### src/hsbc_pkg.sv
// constants and state codes for the hub sideband control pins
//
// Functional notes
// - communication stage entered only while hub connect input is high.
// - connect tied high: enter communication automatically once configuration finishes.
// - connect driven low-to-high: enter after configuration done and rising edge seen.
// - drive configurable two-bit charger detect output limiting upstream current.
// - assert suspend indication when the whole hub is suspended.
// - suspend indication works only when enabled by configuration.
// - low level on interrupt request input is an asserted request.
// - interrupt output pulled low while pending, released otherwise.
// - one port control pin serves as power enable and over-current sense.
// - strap levels captured at power-on and each external reset release.
package hsbc_pkg;
  // ****************************************
  // stage sequencing
  // ****************************************
  typedef enum logic [2:0] {
    HSBC_ST_CONFIG = 3'h1,
    HSBC_ST_WAIT   = 3'h2,
    HSBC_ST_COMM   = 3'h4
  } hsbc_stage_t;

  // ****************************************
  // straps and timing
  // ****************************************
  localparam int          STRAP_W         = 4;
  localparam logic [3:0]  STRAP_RST       = 4'h0;
  localparam logic [1:0]  CHG_DET_RST     = 2'h0;
  localparam int          CLK_FREQ_HZ     = 10_000_000;
  localparam int          RST_MIN_US      = 5;
  localparam int          RST_MIN_CYC     = (RST_MIN_US * CLK_FREQ_HZ + 999_999) / 1_000_000;
  localparam int          OC_SYNC_W       = 2;
endpackage : hsbc_pkg

### src/hsbc_strap_latch.sv
// strap capture on power-on and on each external reset release
`timescale 1ns/10ps
module hsbc_strap_latch (
  input  wire logic                        clk_sys,     // system clock
  input  wire logic                        rstn,        // sync reset, active low
  input  wire logic [hsbc_pkg::STRAP_W-1:0] strap_in,   // strap pin levels
  output logic      [hsbc_pkg::STRAP_W-1:0] strap_q,    // held strap values
  output logic                             strap_valid  // straps captured
);
  logic [hsbc_pkg::STRAP_W-1:0] strap_r;
  logic [hsbc_pkg::STRAP_W-1:0] strap_nxt;
  logic                         in_rst_r;
  logic                         in_rst_nxt;
  logic                         valid_r;
  logic                         valid_nxt;

  // capture on first clocked edge after release, never under reset itself
  always_comb begin
    strap_nxt  = strap_r;
    in_rst_nxt = 1'b0;
    valid_nxt  = valid_r;
    if (in_rst_r) begin
      strap_nxt = strap_in;
      valid_nxt = 1'b1;
    end
  end

  always_ff @(posedge clk_sys) begin
    if (!rstn) begin
      strap_r  <= hsbc_pkg::STRAP_RST;
      in_rst_r <= 1'b1;
      valid_r  <= 1'b0;
    end else begin
      strap_r  <= strap_nxt;
      in_rst_r <= in_rst_nxt;
      valid_r  <= valid_nxt;
    end
  end

  assign strap_q     = strap_r;
  assign strap_valid = valid_r;
endmodule : hsbc_strap_latch

### src/hsbc_top.sv
// hub sideband control: connect gating, suspend, charger detect, irq, port control
`timescale 1ns/10ps
module hsbc_top (
  input  wire logic                        clk_sys,          // system clock, 10 MHz
  input  wire logic                        rstn,             // sync reset, active low
  input  wire logic [hsbc_pkg::STRAP_W-1:0] strap_in,        // strap pin levels
  input  wire logic                        config_done,      // configuration phase finished
  input  wire logic                        hub_connect_in,   // hub connect pin
  output logic                             comm_stage,       // hub in communication stage
  input  wire logic                        suspend_enable,   // configuration enables suspend pin
  input  wire logic                        hub_suspended,    // whole hub in suspend state
  output logic                             suspend_out,      // suspend indication
  input  wire logic [1:0]                  charger_cfg,      // configured charger detect code
  output logic                             charger_detect_bit0, // charger detect bit 0
  output logic                             charger_detect_bit1, // charger detect bit 1
  input  wire logic                        irq_in_n,         // interrupt request in, low active
  output logic                             irq_req,          // request seen by the core
  input  wire logic                        int_pending,      // core has an interrupt pending
  output logic                             int_out_o,        // open-drain output value
  output logic                             int_out_oe,       // open-drain enable, high drives
  input  wire logic                        port_power_enable,// core wants port power on
  input  wire logic                        port_control_pin_i, // port control pin level
  output logic                             port_control_pin_o, // port control pin drive value
  output logic                             port_control_pin_oe,// port control pin enable
  output logic                             port_overcurrent,  // over-current seen
  output logic [hsbc_pkg::STRAP_W-1:0]     strap_q            // latched straps
);
  // ****************************************
  // straps
  // ****************************************
  logic [hsbc_pkg::STRAP_W-1:0] strap_w;
  logic                         strap_valid_w;

  // the connect sequencer waits on strap_valid so it never acts on straps
  // that are still being captured
  hsbc_strap_latch u_strap (
    .clk_sys     (clk_sys),
    .rstn        (rstn),
    .strap_in    (strap_in),
    .strap_q     (strap_w),
    .strap_valid (strap_valid_w)
  );

  // ****************************************
  // connect sequencing
  // ****************************************
  hsbc_pkg::hsbc_stage_t stage_r;
  hsbc_pkg::hsbc_stage_t stage_nxt;
  logic                  conn_prev_r;
  logic                  conn_prev_nxt;
  logic                  comm_r;
  logic                  comm_nxt;

  // a high seen as configuration finishes counts as tied high; a low seen means
  // software-style control, so wait for the rising edge
  always_comb begin
    stage_nxt     = stage_r;
    conn_prev_nxt = hub_connect_in;
    unique case (stage_r)
      hsbc_pkg::HSBC_ST_CONFIG: begin
        if (config_done && strap_valid_w) begin
          if (hub_connect_in) begin
            stage_nxt = hsbc_pkg::HSBC_ST_COMM;
          end else begin
            stage_nxt = hsbc_pkg::HSBC_ST_WAIT;
          end
        end
      end
      hsbc_pkg::HSBC_ST_WAIT: begin
        // conn_prev_r follows the pin in every state, so only a rise seen
        // while waiting here lets the hub enter the communication stage
        if (hub_connect_in && !conn_prev_r) begin
          stage_nxt = hsbc_pkg::HSBC_ST_COMM;
        end
      end
      hsbc_pkg::HSBC_ST_COMM: begin
        // leaving on a low keeps the stage tied to the pin level
        if (!hub_connect_in) begin
          stage_nxt = hsbc_pkg::HSBC_ST_WAIT;
        end
      end
      default: stage_nxt = hsbc_pkg::HSBC_ST_CONFIG;
    endcase
    comm_nxt = (stage_nxt == hsbc_pkg::HSBC_ST_COMM);
  end

  always_ff @(posedge clk_sys) begin
    if (!rstn) begin
      stage_r     <= hsbc_pkg::HSBC_ST_CONFIG;
      conn_prev_r <= 1'b0;
      comm_r      <= 1'b0;
    end else begin
      stage_r     <= stage_nxt;
      conn_prev_r <= conn_prev_nxt;
      comm_r      <= comm_nxt;
    end
  end

  // ****************************************
  // suspend indication
  // ****************************************
  // the pin stays low unless configuration enables it, so a board that
  // leaves it unused never sees a stray suspend report
  logic susp_r;
  logic susp_nxt;

  always_comb begin
    susp_nxt = suspend_enable && hub_suspended;
  end

  always_ff @(posedge clk_sys) begin
    if (!rstn) begin
      susp_r <= 1'b0;
    end else begin
      susp_r <= susp_nxt;
    end
  end

  // ****************************************
  // charger detect
  // ****************************************
  // the code is registered so both bits change on the same edge and the
  // system never reads a mixed code
  logic [1:0] chg_r;
  logic [1:0] chg_nxt;

  always_comb begin
    chg_nxt = charger_cfg;
  end

  always_ff @(posedge clk_sys) begin
    if (!rstn) begin
      chg_r <= hsbc_pkg::CHG_DET_RST;
    end else begin
      chg_r <= chg_nxt;
    end
  end

  // ****************************************
  // interrupts
  // ****************************************
  // request in is active low; the core sees an active-high level a cycle late
  // interrupt out is open drain: driven low while pending, released otherwise
  logic irq_r;
  logic irq_nxt;
  logic int_oe_r;
  logic int_oe_nxt;

  always_comb begin
    irq_nxt    = !irq_in_n;
    int_oe_nxt = int_pending;
  end

  always_ff @(posedge clk_sys) begin
    if (!rstn) begin
      irq_r    <= 1'b0;
      int_oe_r <= 1'b0;
    end else begin
      irq_r    <= irq_nxt;
      int_oe_r <= int_oe_nxt;
    end
  end

  // ****************************************
  // port power enable
  // ****************************************
  // open drain: pulled low holds power off; released lets the pull-up
  // enable power, so reset leaves the port unpowered
  logic pc_oe_r;
  logic pc_oe_nxt;

  always_comb begin
    pc_oe_nxt = !port_power_enable;
  end

  always_ff @(posedge clk_sys) begin
    if (!rstn) begin
      pc_oe_r <= 1'b1;
    end else begin
      pc_oe_r <= pc_oe_nxt;
    end
  end

  // ****************************************
  // over-current sense
  // ****************************************
  // a low pin is only a genuine over-current report while the hub has released
  // it; the sync stages add latency, but a switch fault lasts far longer
  logic [hsbc_pkg::OC_SYNC_W-1:0] oc_sync_r;
  logic [hsbc_pkg::OC_SYNC_W-1:0] oc_sync_nxt;
  logic                           oc_r;
  logic                           oc_nxt;

  always_comb begin
    oc_sync_nxt = {oc_sync_r[0], port_control_pin_i};
    oc_nxt      = !pc_oe_r && !oc_sync_r[hsbc_pkg::OC_SYNC_W-1];
  end

  always_ff @(posedge clk_sys) begin
    if (!rstn) begin
      oc_sync_r <= '1;
      oc_r      <= 1'b0;
    end else begin
      oc_sync_r <= oc_sync_nxt;
      oc_r      <= oc_nxt;
    end
  end

  // ****************************************
  // outputs
  // ****************************************
  // both drive values stay low: the pins are open drain and only their
  // enables move
  assign comm_stage          = comm_r;
  assign suspend_out         = susp_r;
  assign charger_detect_bit0 = chg_r[0];
  assign charger_detect_bit1 = chg_r[1];
  assign irq_req             = irq_r;
  assign int_out_o           = 1'b0;
  assign int_out_oe          = int_oe_r;
  assign port_control_pin_o  = 1'b0;
  assign port_control_pin_oe = pc_oe_r;
  assign port_overcurrent    = oc_r;
  assign strap_q             = strap_w;
endmodule : hsbc_top

### config.mk
export PLATFORM = sky130hd
export DESIGN_NAME = hsbc_top
export DESIGN_NICKNAME = d
export VERILOG_FILES = /design/src/hsbc_pkg.sv /design/src/hsbc_strap_latch.sv /design/src/hsbc_top.sv
export SDC_FILE = /design/constraint.sdc
export NUM_CORES = 1
export LEC_CHECK = 0
export BUFFER_PORTS_ARGS = -buffer_cell sky130_fd_sc_hd__buf_2
export CAP_MARGIN = 5
export CORE_MARGIN = 10
export CORE_UTILIZATION = 45
export CTS_CLUSTER_DIAMETER = 60
export DETAILED_ROUTE_END_ITERATION = 10
export PLACE_DENSITY_LB_ADDON = 0.3
export SLEW_MARGIN = 10
export SYNTH_ARGS = -nofsm -noshare
export SYNTH_HDL_FRONTEND = slang
export SYNTH_SLANG_ARGS = --single-unit
### constraint.sdc
create_clock -name clk_sys -period 2.5 [get_ports clk_sys]
set_input_delay 0.25 -clock clk_sys [delete_from_list [all_inputs] [get_ports clk_sys]]
set_output_delay 0.25 -clock clk_sys [all_outputs]
set_load 0.005 [all_outputs]
==> flow_summary.yaml <==
routing:
  drc: 0
  antenna_left: 0
  dr_total_vias: 484
  first_pass_iters: 3
  drtIter0Drc: 1
  vias_per_cell: 4.65
  wl_per_cell_um: 12.9
  drt-total-wl_um: 1340
worst_setup_path:
  cp.depth: 1
  endpoint_kind: "primary output"
  cp_cell_sequence: "buf_2"
  rr_startpoint: "stage_r[2]"
  cp_data_required_time_ns: 2.25
  crit_buf_inv: 1
  rr_endpoint: "stage_r[1]"
  critPathArrivalTime_ns: 0.77
  r2r_slack_ns: 1.52
  crit_family: "flip-flops"
  cp_slowest_stage_delay_ns: 0.36
  cp_slowest_cell: "dfxtp_1"
  rr_worst_depth: 3
  criticalPathCategory: "flip-flop to primary output"
  crit_path_start_kind: "flip-flop"
  worstPathMaxFanout: 2
global_route:
  grt_pass1_wl_um: 2140
  grt_max_degree: 12
  grt_usage: 0.0823
  first_global_vias: 532
  antenna_found_initial: 0
  grt-ovfl-total: 0
sta:
  rsz0062_at_grt: "false"
  fin_tns_setup_ns: 0
  slew_viol_final: 0
  hold_viol: 0
  period_share: 0.406
  final-setup-viol-count: 0
  min_period_ns: 1.02
  fin_skew_ns: 0.00572
  fmax_mhz: 984
yosys:
  synth_top_family_by_area: "simple AND/OR/NAND/NOR gates"
  netlist.top_cell.by_area: "dfxtp_1"
  synth.avg_cell_area_um2: 11.1
  ys_ff_latch: 20
  netlist_top_cells_area: "dfxtp_1 (59%), mux2i_1 (5.9%), nor2_1 (4.4%)"
  synth-adder-area-share: 0
  synth.top_cell.area_share: 0.593
  yosys_warnings: 0
  yosysUniqueCellTypes: 24
  synth_simple_gate_area_frac: 0.194
  muxShareOfSynthArea: 0.0593
  synth_area_um2: 676
  synth_compound_gate_area_share: 0.0907
  synth-seq-area-share: 0.593
  synthXorXnorAreaFrac: 0
  postSynthCellCount: 61
power_and_ir_drop:
  power.switching_w: 0.000116
  vdd_ir_drop_max_uv: 391
  internal_power_w: 0.000449
  p_seq_frac: 0.605
  pwr-share-clk: 0.312
  p_leak_nw: 0.430
  swShare: 0.205
  pwr_density_cell_nw_per_um2: 673
  power_frac_comb: 0.083
hold_path:
  hp-start: "irq_in_n"
  hold_end: "irq_req"
  hold_depth: 2
  min_path_type: "input port to flip-flop"
floorplan:
  core_um2: 1350
  dieArea_um2: 3450
  die_h_um: 58.8
  rows: 13
  initial_utilization: 0.500
  die_x_um: 58.8
  io_pins: 30
outcome:
  outcome: "complete, no violations"
finish:
  fillers: 128
  post-route-util: 0.621
  drive_above_1_share: 0.382
  num_antenna_cells: 0
  nets: 106
  synthToLayoutAreaGrowth_pct: 24.1
clock_network:
  clock-sinks: 20
  cts_buffer_depth: 2
  post-cts-setup-buffers: 0
  ctsResizeCount: 0
  cts_hold_buf: 0
  root_buffer: "clkbuf_4"
  clk_latency_ns: 0.29
  path_clk_slew_ns: 0.10
  cts_tree: "built"
  cts_buffers: 3
  cts-htree-levels: 1
place:
  hpwl_um: 1060
  io_buffers: 27
  gp_congestion: 0.675
flow_run:
  drv_cap: 0
==> worst max path at each step <==
stage	startpoint	slack [ns]	to
6_report	port_control_pin_oe	1.48	port_control_pin_oe
5_1_grt	port_control_pin_oe	1.44	port_control_pin_oe
4_1_cts	port_control_pin_oe	1.47	port_control_pin_oe
3_5_place_dp	stage_r[2]	1.53	stage_r[1]
3_3_place_gp	stage_r[2]	1.56	stage_r[0]
2_1_floorplan	stage_r[2]	1.60	stage_r[1]
==> Yosys cell counts, drive strengths merged <==
cell type   n
nor3        1
nor3b       1
o21bai      2
nor2        8
and2        3
inv         2
buf         4
a21boi      2
dfxtp      20
a21o        1
conb        1
nand2b      1
or2b        3
and3        1
nand2       2
a22oi       1
and4bb      1
mux2i       4
nor2b       2
o32ai       1
==> layout make-up <==
cell class / instances / area, um^2 / share of cell area
tap: 15 / 18.8 / 0.0224
clock buffer: 4 / 36.3 / 0.0433
sequential: 20 / 400 / 0.478
timing repair buffer: 27 / 135 / 0.161
inverter: 2 / 7.51 / 0.00896
multi-input combinational: 36 / 240 / 0.287
==> per-stage QoR <==
stage,instances,total power (W),instance area (um^2),setup WS (ns),hold WS (ns)
6_report,104,0.000564,838,1.48,0.105
5_1_grt,104,0.000594,838,1.44,0.0875
4_1_cts,104,0.000573,838,1.47,0.0962
3_5_place_dp,100,0.000397,802,1.53,0.394
3_3_place_gp,100,0.000395,802,1.56,0.387
2_1_floorplan,62,0.000375,679,1.60,0.312
==> metal layers <==
metal | GRT usage | wire length, um
met5 | 0 | 0
met4 | 0.0590 | 15
met3 | 0.0579 | 149
met2 | 0.138 | 667
met1 | 0.0654 | 508
==> registers in the layout (all words and copies together), names as in the netlist <==
signal	cells
irq_req	1
u_strap.strap_valid	1
suspend_out	1
oc_sync_r	2
u_strap.in_rst_r	1
port_control_pin_oe	1
chg_r	2
int_out_oe	1
stage_r	3
port_overcurrent	1
comm_stage	1
u_strap.strap_q	4
conn_prev_r	1
==> placed cells by master (no fill, tap or decap), types with 2 or more instances in the layout <==
cell,count
conb_1,2
buf_2,27
mux2i_1,4
a21boi_1,2
nor2_1,8
or2b_1,3
clkbuf_4,3
and2_1,3
dfxtp_1,20
o21bai_1,2
nor2b_1,2
==> cell families (layout without fill, tap and decap cells) <==
group | count (synthesis) | in the layout
mux | 4 | 4
flops | 20 | 20
compound gates | 7 | 7
other cells | 1 | 2
buf+inv | 6 | 33
simple gates | 23 | 23
==> power by group through the flow <==
stage          registers (W)  clock network [W]  logic [W]
5_1_grt             0.000343           0.000198  0.0000530
3_5_place_dp        0.000349                  0  0.0000479
6_report            0.000341           0.000176  0.0000470
3_3_place_gp        0.000348                  0  0.0000467
2_1_floorplan       0.000347                  0  0.0000272
4_1_cts             0.000342           0.000184  0.0000482
(Power assumes the default switching activity.)
